`src/rtl/sp_cfg_pkg.sv`:
```
// Constants and carriers for the extra serial port configuration bank.
// Assumes one host-bus clock and one async reset covering bus and POR.
package sp_cfg_pkg;
   // ----------------------------------------------------------------
   // Register indices
   // ----------------------------------------------------------------
   localparam logic [7:0] ACTIVATION_INDEX = 8'h30;
   localparam logic [7:0] IDX_BASE_HIGH = 8'h60;
   localparam logic [7:0] IDX_BASE_LOW = 8'h61;
   localparam logic [7:0] IDX_IRQ_SELECT = 8'h70;
   localparam logic [7:0] IDX_MODE = 8'hF0;
   localparam logic [7:0] IDX_CFG_CTRL = 8'h02;
   localparam logic [7:0] IDX_LDEV_NUM = 8'h07;
   localparam logic [7:0] GLOBAL_POWER_CONTROL_INDEX = 8'h22;
   // ----------------------------------------------------------------
   // Logical device numbers of the six serial ports
   // ----------------------------------------------------------------
   localparam logic [7:0] LDN_SP1 = 8'h04;
   localparam logic [7:0] LDN_SP2 = 8'h05;
   localparam logic [7:0] LDN_SP3 = 8'h0B;
   localparam logic [7:0] LDN_SP4 = 8'h0C;
   localparam logic [7:0] LDN_SP5 = 8'h0D;
   localparam logic [7:0] LDN_SP6 = 8'h0E;
   // ----------------------------------------------------------------
   // Fields and reset values
   // ----------------------------------------------------------------
   localparam logic [7:0] REG_RESET_VAL = 8'h00;
   localparam int ACT_BIT = 0;
   localparam int SOFT_RST_BIT = 0;
   localparam int PWR_SP1_BIT = 4;
   localparam int PWR_SP2_BIT = 5;
   localparam int NUM_PORTS = 6;
   localparam int NUM_BANKS = 3;
   localparam int OUT_W_DEF = 4;

   typedef struct packed {
      logic [7:0] activation;
      logic [7:0] base_high;
      logic [7:0] base_low;
      logic [7:0] irq_select;
      logic [7:0] mode;
   } sp_cfg_t;

   typedef struct packed {
      logic wr;
      logic soft_clr;
      logic [7:0] idx;
      logic [7:0] wdata;
   } reg_wr_t;
endpackage : sp_cfg_pkg

```
`src/rtl/sp_cfg_bank.sv`:
```
// Configuration bank for serial ports 4 to 6, plus the global index,
// device number and soft reset that steer them, and power control of ports 1 and 2.
// Assumes the bus decoder delivers index/data strobes on this clock.
`timescale 1ns/1ps
module sp_cfg_bank #(
   parameter int OUT_W = sp_cfg_pkg::OUT_W_DEF
) (
   input wire logic REF_CLK_I,
   input wire logic SYS_RST_I,
   input wire logic CFG_MODE_I,
   input wire logic IO_WR_I,
   input wire logic IO_RD_I,
   input wire logic IO_DATA_SEL_I,
   input wire logic [7:0] IO_WDATA_I,
   output logic [7:0] IO_RDATA_O,
   input wire logic [sp_cfg_pkg::NUM_PORTS*OUT_W-1:0] UART_DO_I,
   input wire logic [sp_cfg_pkg::NUM_PORTS-1:0] ALT_SEL_I,
   input wire logic [sp_cfg_pkg::NUM_PORTS*OUT_W-1:0] ALT_DO_I,
   input wire logic [sp_cfg_pkg::NUM_PORTS*OUT_W-1:0] ALT_OE_I,
   output logic [sp_cfg_pkg::NUM_PORTS*OUT_W-1:0] PIN_DO_O,
   output logic [sp_cfg_pkg::NUM_PORTS*OUT_W-1:0] PIN_OE_O,
   output logic [sp_cfg_pkg::NUM_PORTS-1:0] PORT_PWR_O,
   output sp_cfg_pkg::sp_cfg_t [sp_cfg_pkg::NUM_BANKS-1:0] PORT_CFG_O
);
   import sp_cfg_pkg::*;

   // ----------------------------------------------------------------
   // Host access decode
   // ----------------------------------------------------------------
   logic [7:0] index;
   logic [7:0] ldev;
   logic [7:0] power;
   logic [2:0] low_act;
   logic [7:0] next_index;
   logic [7:0] next_ldev;
   logic [7:0] next_power;
   logic [2:0] next_low_act;
   logic [7:0] next_rdata;
   logic [NUM_PORTS-1:0] powered;
   logic [NUM_PORTS-1:0] next_pwr;
   logic wr_index;
   logic wr_data;
   logic rd_data;
   logic soft_clr;
   reg_wr_t bank_wr;
   logic [NUM_BANKS-1:0] bank_sel;
   logic [7:0] bank_rdata [NUM_BANKS];
   sp_cfg_t bank_cfg [NUM_BANKS];

   localparam logic [7:0] BANK_LDN [NUM_BANKS] = '{LDN_SP4, LDN_SP5,
                                                  LDN_SP6};
   localparam logic [7:0] LOW_LDN [3] = '{LDN_SP1, LDN_SP2, LDN_SP3};

   assign wr_index = CFG_MODE_I && IO_WR_I && !IO_DATA_SEL_I;
   assign wr_data = CFG_MODE_I && IO_WR_I && IO_DATA_SEL_I;
   assign rd_data = CFG_MODE_I && IO_RD_I;

   // Soft reset is a write-only pulse; the bit never stores
   assign soft_clr = wr_data && index == IDX_CFG_CTRL
                     && IO_WDATA_I[SOFT_RST_BIT];

   function automatic logic ldev_is(input logic [7:0] cur,
                                    input logic [7:0] num);
      ldev_is = (cur == num);
   endfunction : ldev_is

   function automatic logic [7:0] act_byte(input logic bit0);
      act_byte = {7'h00, bit0};
   endfunction : act_byte

   // ----------------------------------------------------------------
   // Global registers
   // ----------------------------------------------------------------
   always_comb begin
      next_index = index;
      next_ldev = ldev;
      next_power = power;
      next_low_act = low_act;
      if (wr_index) begin
         next_index = IO_WDATA_I;
      end
      if (wr_data) begin
         if (index == IDX_LDEV_NUM) begin
            next_ldev = IO_WDATA_I;
         end else if (index == GLOBAL_POWER_CONTROL_INDEX) begin
            next_power = IO_WDATA_I;
         end else if (index == ACTIVATION_INDEX) begin
            for (int i = 0; i < 3; i++) begin
               if (ldev_is(ldev, LOW_LDN[i])) begin
                  next_low_act[i] = IO_WDATA_I[ACT_BIT];
               end
            end
         end
      end
      if (soft_clr) begin
         next_ldev = REG_RESET_VAL;
         next_power = REG_RESET_VAL;
         next_low_act = 3'h0;
      end
   end

   always_ff @(posedge REF_CLK_I or posedge SYS_RST_I) begin
      if (SYS_RST_I) begin
         index <= 8'h00;
         ldev <= 8'h00;
         power <= 8'h00;
         low_act <= 3'h0;
      end else begin
         index <= next_index;
         ldev <= next_ldev;
         power <= next_power;
         low_act <= next_low_act;
      end
   end

   // ----------------------------------------------------------------
   // Logical devices for ports 4 to 6
   // ----------------------------------------------------------------
   always_comb begin
      bank_wr.wr = wr_data;
      bank_wr.soft_clr = soft_clr;
      bank_wr.idx = index;
      bank_wr.wdata = IO_WDATA_I;
   end

   genvar g;
   generate
      for (g = 0; g < NUM_BANKS; g++) begin : g_bank
         assign bank_sel[g] = ldev_is(ldev, BANK_LDN[g]);
         sp_ldev_regs u_regs (
            .clk_i(REF_CLK_I),
            .rst_i(SYS_RST_I),
            .sel_i(bank_sel[g]),
            .wr_i(bank_wr),
            .cfg_o(bank_cfg[g]),
            .rdata_o(bank_rdata[g])
         );
         assign PORT_CFG_O[g] = bank_cfg[g];
      end
   endgenerate

   // ----------------------------------------------------------------
   // Powerdown
   // ----------------------------------------------------------------
   always_comb begin
      powered[0] = low_act[0] && power[PWR_SP1_BIT];
      powered[1] = low_act[1] && power[PWR_SP2_BIT];
      // ports 3 to 6 activation only
      powered[2] = low_act[2];
      for (int i = 0; i < NUM_BANKS; i++) begin
         powered[3+i] = bank_cfg[i].activation[ACT_BIT];
      end
      next_pwr = powered;
   end

   always_ff @(posedge REF_CLK_I or posedge SYS_RST_I) begin
      if (SYS_RST_I) begin
         PORT_PWR_O <= '0;
      end else begin
         PORT_PWR_O <= next_pwr;
      end
   end

   generate
      for (g = 0; g < NUM_PORTS; g++) begin : g_pin
         sp_pin_gate #(.OUT_W(OUT_W)) u_gate (
            .clk_i(REF_CLK_I),
            .rst_i(SYS_RST_I),
            .powered_i(powered[g]),
            .alt_sel_i(ALT_SEL_I[g]),
            .uart_do_i(UART_DO_I[g*OUT_W +: OUT_W]),
            .alt_do_i(ALT_DO_I[g*OUT_W +: OUT_W]),
            .alt_oe_i(ALT_OE_I[g*OUT_W +: OUT_W]),
            .pin_do_o(PIN_DO_O[g*OUT_W +: OUT_W]),
            .pin_oe_o(PIN_OE_O[g*OUT_W +: OUT_W])
         );
      end
   endgenerate

   // ----------------------------------------------------------------
   // Read path
   // ----------------------------------------------------------------
   always_comb begin
      next_rdata = 8'h00;
      // Closed config space reads zero rather than stale data
      if (rd_data && !IO_DATA_SEL_I) begin
         next_rdata = index;
      end else if (rd_data) begin
         if (index == IDX_LDEV_NUM) begin
            next_rdata = ldev;
         end else if (index == GLOBAL_POWER_CONTROL_INDEX) begin
            next_rdata = power;
         end else if (index == ACTIVATION_INDEX
                      && ldev_is(ldev, LDN_SP1)) begin
            next_rdata = act_byte(low_act[0]);
         end else if (index == ACTIVATION_INDEX
                      && ldev_is(ldev, LDN_SP2)) begin
            next_rdata = act_byte(low_act[1]);
         end else if (index == ACTIVATION_INDEX
                      && ldev_is(ldev, LDN_SP3)) begin
            next_rdata = act_byte(low_act[2]);
         end else begin
            for (int i = 0; i < NUM_BANKS; i++) begin
               if (bank_sel[i]) begin
                  next_rdata = bank_rdata[i];
               end
            end
         end
      end
   end

   always_ff @(posedge REF_CLK_I or posedge SYS_RST_I) begin
      if (SYS_RST_I) begin
         IO_RDATA_O <= 8'h00;
      end else begin
         IO_RDATA_O <= next_rdata;
      end
   end
endmodule : sp_cfg_bank

```
`src/rtl/sp_ldev_regs.sv`:
```
// One serial port logical device: five byte registers.
// Assumes the caller qualifies writes with config mode and device select.
`timescale 1ns/1ps
module sp_ldev_regs (
   input wire logic clk_i,
   input wire logic rst_i,
   input wire logic sel_i,
   input wire sp_cfg_pkg::reg_wr_t wr_i,
   output sp_cfg_pkg::sp_cfg_t cfg_o,
   output logic [7:0] rdata_o
);
   import sp_cfg_pkg::*;

   sp_cfg_t cfg;
   sp_cfg_t next_cfg;
   logic wr_hit;

   assign wr_hit = wr_i.wr && sel_i;
   assign cfg_o = cfg;

   always_comb begin
      next_cfg = cfg;
      if (wr_hit) begin
         if (wr_i.idx == ACTIVATION_INDEX) begin
            next_cfg.activation = {7'h00, wr_i.wdata[ACT_BIT]};
         end else if (wr_i.idx == IDX_BASE_HIGH) begin
            next_cfg.base_high = wr_i.wdata;
         end else if (wr_i.idx == IDX_BASE_LOW) begin
            next_cfg.base_low = wr_i.wdata;
         end else if (wr_i.idx == IDX_IRQ_SELECT) begin
            next_cfg.irq_select = wr_i.wdata;
         end else if (wr_i.idx == IDX_MODE) begin
            next_cfg.mode = wr_i.wdata;
         end
      end
      if (wr_i.soft_clr) begin
         next_cfg.activation = REG_RESET_VAL;
         next_cfg.base_high = REG_RESET_VAL;
         next_cfg.base_low = REG_RESET_VAL;
         next_cfg.irq_select = REG_RESET_VAL;
      end
   end

   always_ff @(posedge clk_i or posedge rst_i) begin
      if (rst_i) begin
         cfg <= '0;
      end else begin
         cfg <= next_cfg;
      end
   end

   always_comb begin
      if (wr_i.idx == ACTIVATION_INDEX) begin
         rdata_o = cfg.activation;
      end else if (wr_i.idx == IDX_BASE_HIGH) begin
         rdata_o = cfg.base_high;
      end else if (wr_i.idx == IDX_BASE_LOW) begin
         rdata_o = cfg.base_low;
      end else if (wr_i.idx == IDX_IRQ_SELECT) begin
         rdata_o = cfg.irq_select;
      end else if (wr_i.idx == IDX_MODE) begin
         rdata_o = cfg.mode;
      end else begin
         rdata_o = 8'h00;
      end
   end
endmodule : sp_ldev_regs

```
`src/rtl/sp_pin_gate.sv`:
```
// Output stage of one serial port onto pins shared with another function.
// Assumes alternate function data arrives from logic on the same clock.
`timescale 1ns/1ps
module sp_pin_gate #(
   parameter int OUT_W = 4
) (
   input wire logic clk_i,
   input wire logic rst_i,
   input wire logic powered_i,
   input wire logic alt_sel_i,
   input wire logic [OUT_W-1:0] uart_do_i,
   input wire logic [OUT_W-1:0] alt_do_i,
   input wire logic [OUT_W-1:0] alt_oe_i,
   output logic [OUT_W-1:0] pin_do_o,
   output logic [OUT_W-1:0] pin_oe_o
);
   logic [OUT_W-1:0] next_do;
   logic [OUT_W-1:0] next_oe;

   always_comb begin
      if (alt_sel_i) begin
         next_oe = powered_i ? {OUT_W{1'b1}} : {OUT_W{1'b0}};
         next_do = powered_i ? uart_do_i : {OUT_W{1'b0}};
      end else begin
         next_oe = alt_oe_i;
         next_do = alt_do_i;
      end
   end

   always_ff @(posedge clk_i or posedge rst_i) begin
      if (rst_i) begin
         pin_do_o <= '0;
         pin_oe_o <= '0;
      end else begin
         pin_do_o <= next_do;
         pin_oe_o <= next_oe;
      end
   end
endmodule : sp_pin_gate

```
`config.mk`:
```
export PLATFORM = sky130hd
export DESIGN_NAME = sp_cfg_bank
export DESIGN_NICKNAME = d
export VERILOG_FILES = /design/src/rtl/sp_cfg_pkg.sv /design/src/rtl/sp_cfg_bank.sv /design/src/rtl/sp_ldev_regs.sv /design/src/rtl/sp_pin_gate.sv
export SDC_FILE = /design/constraint.sdc
export NUM_CORES = 1
export LEC_CHECK = 0
export BUFFER_PORTS_ARGS = -buffer_cell sky130_fd_sc_hd__buf_2
export CAP_MARGIN = 20
export CORE_ASPECT_RATIO = 1.5
export CORE_UTILIZATION = 55
export CTS_BUF_LIST = sky130_fd_sc_hd__clkbuf_8
export CTS_CLUSTER_DIAMETER = 200
export DETAILED_ROUTE_END_ITERATION = 8
export GPL_ROUTABILITY_DRIVEN = 0
export PLACE_DENSITY = 0.87
export SYNTH_ARGS = -nofsm -noshare
export SYNTH_HDL_FRONTEND = slang
export SYNTH_SLANG_ARGS = --single-unit
```
`constraint.sdc`:
```
create_clock -name REF_CLK_I -period 11.16 [get_ports REF_CLK_I]
set_input_delay 2.232 -clock REF_CLK_I [delete_from_list [all_inputs] [get_ports REF_CLK_I]]
set_output_delay 2.232 -clock REF_CLK_I [all_outputs]
set_load 0.1 [all_outputs]
```
Word level (Yosys, flattened, before mapping)
Cells that the tools add are included.
{ "word_totals": {"register_bits": 209} }
{ "classes": {"muxes": 89, "n_reduce_logical": 49, "n_eq_ne": 19, "n_bitwise": 4} }
{ "ops": {"columns": ["cell", "count"], "rows": [
  ["2-to-1 mux 8 bit", 42],
  ["2-to-1 mux 32 bit", 6],
  ["2-to-1 mux 40 bit", 3],
  ["2-to-1 mux 4 bit", 24],
  ["2-to-1 mux 24 bit", 3],
  ["2-to-1 mux 16 bit", 3],
  ["== test 8 x 4 -> 1 bit, second input constant", 4],
  ["AND reduction 5 bit", 6],
  ["nonzero test 2 bit", 13],
  ["== test 8 x 3 -> 1 bit, second input constant", 3],
  ["== test 8 x 7 -> 1 bit, second input constant", 3],
  ["AND reduction 6 bit", 3],
  ["== test 8 x 6 -> 1 bit, second input constant", 2],
  ["logical AND 1 bit", 15],
  ["2-to-1 mux 3 bit", 5],
  ["AND reduction 3 bit", 4],
  ["AND reduction 4 bit", 3],
  ["!= test 2 bit, second input constant", 5],
  ["== test 8 x 2 -> 1 bit, second input constant", 1],
  ["== test 8 bit, second input constant", 1],
  ["AND reduction 2 bit", 4],
  ["NOT 1 bit", 4],
  ["2-to-1 mux 1 bit", 3],
  ["logical NOT 1 bit", 1]
]} }

Longest topological paths before layout
{ "logic_depth": {"depth_word": 16, "mapped_depth": 9, "depth_no_buf": 6} }

By module
Synthesis repeated with hierarchy kept, for this count alone.
{ "hier_totals": {"cells_unflattened": 946, "area_unflattened_um2": 10017.1} }
{ "by_module_without_submodules": {"columns": ["module", "instances", "area_each_um2", "cells_per_inst"], "rows": [
  ["sp_ldev_regs at g_bank[1].u_regs ...", 2, 1996.9, 181],
  ["sp_cfg_bank", 1, 2144.6, 210],
  ["sp_ldev_regs at g_bank[0].u_regs", 1, 2024.4, 188],
  ["sp_pin_gate", 6, 309.0, 31]
]} }

Worst setup path before layout
OpenSTA, ideal clock, no wires.
{ "synth_path": {"path_type": "input -> register", "startpoint": "in IO_DATA_SEL_I", "endpoint": "reg g_bank[2].u_regs.cfg, in the netlist g_bank[2].u_regs.cfg_o[24]", "path_buffers": 3, "setup_time_ns": 0.122, "setup_slack_ns": 7.318, "path_stages": 6, "t_arrival_ns": 3.721, "cell_sequence": "buf_2 nand3_1 or3_1 clkbuf_1 clkbuf_1 a32o_1"} }
{ "synth_via": {"elab_chain_len": 5, "word_cells_on_any_way": 9, "classes_between": "eq/ne (1); mux (1); reduce/logical (7)"} }
{ "synth_rtl": {"columns": ["element", "line", "source"], "rows": [
  ["from (decl)", "sp_cfg_bank.sv:13", "input wire logic IO_DATA_SEL_I,"],
  ["logical AND 1 bit (*)", "sp_cfg_bank.sv:55", "assign wr_data = CFG_MODE_I && IO_WR_I && IO_DATA_SEL_I;"],
  ["logical AND 1 bit", "sp_cfg_bank.sv:59", "assign soft_clr = wr_data && index == IDX_CFG_CTRL"],
  ["logical AND 1 bit", "sp_cfg_bank.sv:60", "&& IO_WDATA_I[SOFT_RST_BIT];"],
  ["!= test 2 bit (no source line) / nonzero test 2 bit (equally long branches)", null, null],
  ["AND reduction 3 bit (no source line)", null, null],
  ["to (signal assigned)", "sp_ldev_regs.sv:48", "cfg <= next_cfg;"],
  ["to (decl)", "sp_ldev_regs.sv:14", "sp_cfg_t cfg;"]
]} }
Every way passes the cells marked *; elsewhere a longest branch is shown, timed or not.
A chain may end at the register's enable or synchronous reset.

Final worst setup path
{ "layout_path": {"startpoint": "in IO_DATA_SEL_I", "endpoint": "reg g_bank[1].u_regs.cfg, in the netlist g_bank[1].u_regs.cfg_o[9]"} }
{ "layout_via": {"elab_chain_len": 5, "word_cells_on_any_way": 11, "classes_between": "eq/ne (3); mux (1); reduce/logical (7)"} }
{ "layout_rtl": {"columns": ["element", "line"], "rows": [
  ["logical AND 1 bit (*)", "sp_cfg_bank.sv:55"],
  ["logical AND 1 bit", "sp_cfg_bank.sv:59"],
  ["logical AND 1 bit", "sp_cfg_bank.sv:60"],
  ["!= test 2 bit (no source line) / nonzero test 2 bit (equally long branches)", null],
  ["AND reduction 5 bit (no source line)", null],
  ["to (signal assigned)", "sp_ldev_regs.sv:48"],
  ["to (decl)", "sp_ldev_regs.sv:14"]
]} }
Marks and branches as above.

==> run metrics <==
run status=finished clean; FF-to-FF setup slack=7.77 ns; RR Endpoint=IO_RDATA_O[3]$_DFF_PP0_; total number of H-tree levels=4; DIE WIDTH=between 100 and 150 µm; cell depth of the worst flop-to-flop path=6; post-CTS clock slew at the launch and capture registers of the worst setup and hold paths=0.10 ns; number of rows in the core area=57; number of enable-type register cells in the synthesized netlist=0; Hold EP=power[7]$_DFFE_PP0P_; total of buffers placed on input and output ports=252; power density of the placed cells=around 140 mW/mm²; final setup violation count=0; post-synthesis instance total=984; vertical extent of the die=160 µm; wire length reported by the detailed router=approximately 30,000 µm; count of maximum capacitance violations=0; Synth Register Bits=approximately 190; commonest cells after routing, fill and taps aside=buf_2, dfrtp_1, nand2_1, o21ai_0, a21oi_1; number of cells upsized or downsized after cts=0; post-synthesis async set-or-reset flop share=100%; WS Path Type=in2reg; number of iterations in the first detailed-routing pass=8; area enclosed by the die boundary=0.0171 mm²; yosys synthesis warning count=0; post-layout net count=1,285; HPWL Detailed=about 21,000 µm; most common cell after layout, fill and taps aside=buf_2; actual slew at the worst max-slew pin=between 1 and 1.5 ns; root buffer selected by CTS=clkbuf_8; post-synthesis sequential area ratio=51.5%; count of antenna diodes in the layout=0; number of buffers between clock root and the deepest sink=2; number of design rule violations left after detail routing=0; DRC marker count from the first detailed-route iteration=1,261; final routed wire length divided by cell count=approximately 21 µm; Post-synth top flop=dfrtp_1; start point of the worst min-delay path=power[7]$_DFFE_PP0P_; Worst Skew=0.0176 ns; proportion of layout cells with a drive suffix above 1=27.9%; average footprint of a synthesized cell=9.28 µm²; gr ovfl total=0; Cell variety after synth=54; Worst Hold Depth=2; IR drop worst, VDD=0.0000729 V; CTS Hold Buffers Added=0; number of hold violations in the final report=0; vias in the first global route=between 8k and 9k; Via density=between 6 and 7; total number of vias=8,614; antenna-violating nets left=0; unrepaired setup endpoints after global routing=false; synthesis-to-layout area growth=18.1%; Total GRT Usage=35.0%; area inside the core boundary=between 0.015 and 0.02 mm²; cts bufs inserted=17; worst slew slack as a fraction of its limit=approximately 29%; pin count of the biggest net entering global routing=around 110; number of clock sinks=~190; startpoint type of the worst setup path=input pin; post-synthesis instance area=about 0.0091 mm²; initial antenna violation count=0; Worst setup EP type=flop; post-CTS setup buffer count=0; Highest Clock Rate=between 200 and 250 MHz; wire length of the first global-routing pass=45,000 µm; number of pins with negative max-slew slack in the final report=0; path category of the worst min-delay check=reg2reg; starting density of the core=around 56%; ratio of final minimum period to clock period=39.4%; I/O pin count=274; TNS Setup=0 ns; clock tree from TritonCTS=yes; origin of the critical flop-to-flop path=index[4]$_DFFE_PP0P_; Critical Path AT=4.74 ns; hold slack=0.499 ns; latest clock arrival within the worst-skew pair=around 0.46 ns; leak pwr=roughly 0.0056 µW; critical path peak fanout=19; shortest period the worst path allows=4.40 ns; Crit path required time=about 12 ns
## cells in the mapped netlist, types with 4 or more instances
master	count	area, µm²
dfrtp_1	188	4700
nand2_1	138	518
o21ai_0	111	556
a21oi_1	66	330
inv_1	65	244
nand3_1	59	295
nor2_1	48	180
mux2i_1	42	420
clkbuf_1	41	154
mux2_2	29	327
buf_4	25	188
a22oi_1	18	135
buf_2	15	75.1
and3_1	10	62.6
o21ai_1	10	50.1
o22ai_1	10	62.6
a31oi_1	8	50.1
and2_0	8	50.1
nor3_1	8	40.0
buf_1	7	26.3
or3_1	7	43.8
nand3b_1	6	45.0
and2_1	5	31.3
a32o_1	4	40.0
nand4_1	4	25.0
nor2b_1	4	25.0
## kinds of logic (layout without fill, tap and decap cells)
| family | after synthesis | count (layout) | synth area share (%) |
|---|---|---|---|
| simple gates | 317 | 317 | 16.9 |
| xor+xnor | 1 | 1 | 0.0959 |
| other cells | 1 | 21 | 0.0411 |
| compound gates | 249 | 249 | 15.4 |
| buf+inv | 156 | 358 | 7.69 |
| flops | 188 | 188 | 51.5 |
| mux | 72 | 72 | 8.30 |
## flip-flops by register name (all words and copies together), names as in the netlist
register               count
g_pin.u_gate.pin_oe_o     24
low_act                    3
ldev                       8
g_pin.u_gate.pin_do_o     24
power                      8
index                      8
IO_RDATA_O                 8
g_bank.u_regs.cfg_o       99
PORT_PWR_O                 6
## power by group
| part | leakage [µW] | total [µW] | internal [µW] | switching, µW |
|---|---|---|---|---|
| clock network | 0.000208 | 483 | 224 | 259 |
| registers | 0.00256 | 725 | 699 | 25.8 |
| logic | 0.00280 | 261 | 54.5 | 207 |
## metrics by stage
step	area [µm²]	total power [µW]	cells	utilization, %	setup slack [ns]
final	10800	1470	1412	66.6	6.76
after global routing	10800	1520	1412	66.6	6.51
after CTS	10800	1470	1412	66.6	6.87
after detailed placement	10400	992	1380	64.0	6.39
after global placement	10400	987	1380	64.0	6.52
after floorplan	9210	932	1004	-	3.81
## routing by layer
metal	GRT usage (%)	vias up	part of all wire, %
li1	-	3754	-
met1	42.9	4016	34
met2	55.3	675	48
met3	6.08	169	11
met4	25.3	0	7.8
met5	0	-	0
## final cells by class
class / count / area, µm²
clock buffer: 20 / 275
clock inverter: 12 / 151
fill: 1312 / 5400
inverter: 65 / 249
multi-input combinational: 660 / 3820
sequential: 188 / 4700
tap: 206 / 258
timing repair buffer: 261 / 1330
## worst max-delay path: stages
cell     delay, ns
buf_2         0.27
nand3_1       0.44
nor3_2        0.88
nand2_1       0.54
mux2i_1       0.31
nor2_1        0.06
## worst max path at each step
| stage | depth (start not counted) | slack [ns] | to | from |
|---|---|---|---|---|
| floorplan | 1 | 3.81 | IO_RDATA_O[0]$_DFF_PP0_ | SYS_RST_I |
| global placement | 5 | 6.52 | g_bank[1].u_regs.cfg_o[6]$_DFFE_PP0P_ | IO_DATA_SEL_I |
| detailed placement | 6 | 6.39 | g_bank[1].u_regs.cfg_o[14]$_DFFE_PP0P_ | IO_DATA_SEL_I |
| CTS | 6 | 6.87 | g_bank[1].u_regs.cfg_o[14]$_DFFE_PP0P_ | IO_DATA_SEL_I |
| global route | 6 | 6.51 | g_bank[1].u_regs.cfg_o[9]$_DFFE_PP0P_ | IO_DATA_SEL_I |
| finish | 6 | 6.76 | g_bank[1].u_regs.cfg_o[9]$_DFFE_PP0P_ | IO_DATA_SEL_I |
No activity file was read; power rests on OpenSTA's default activity.
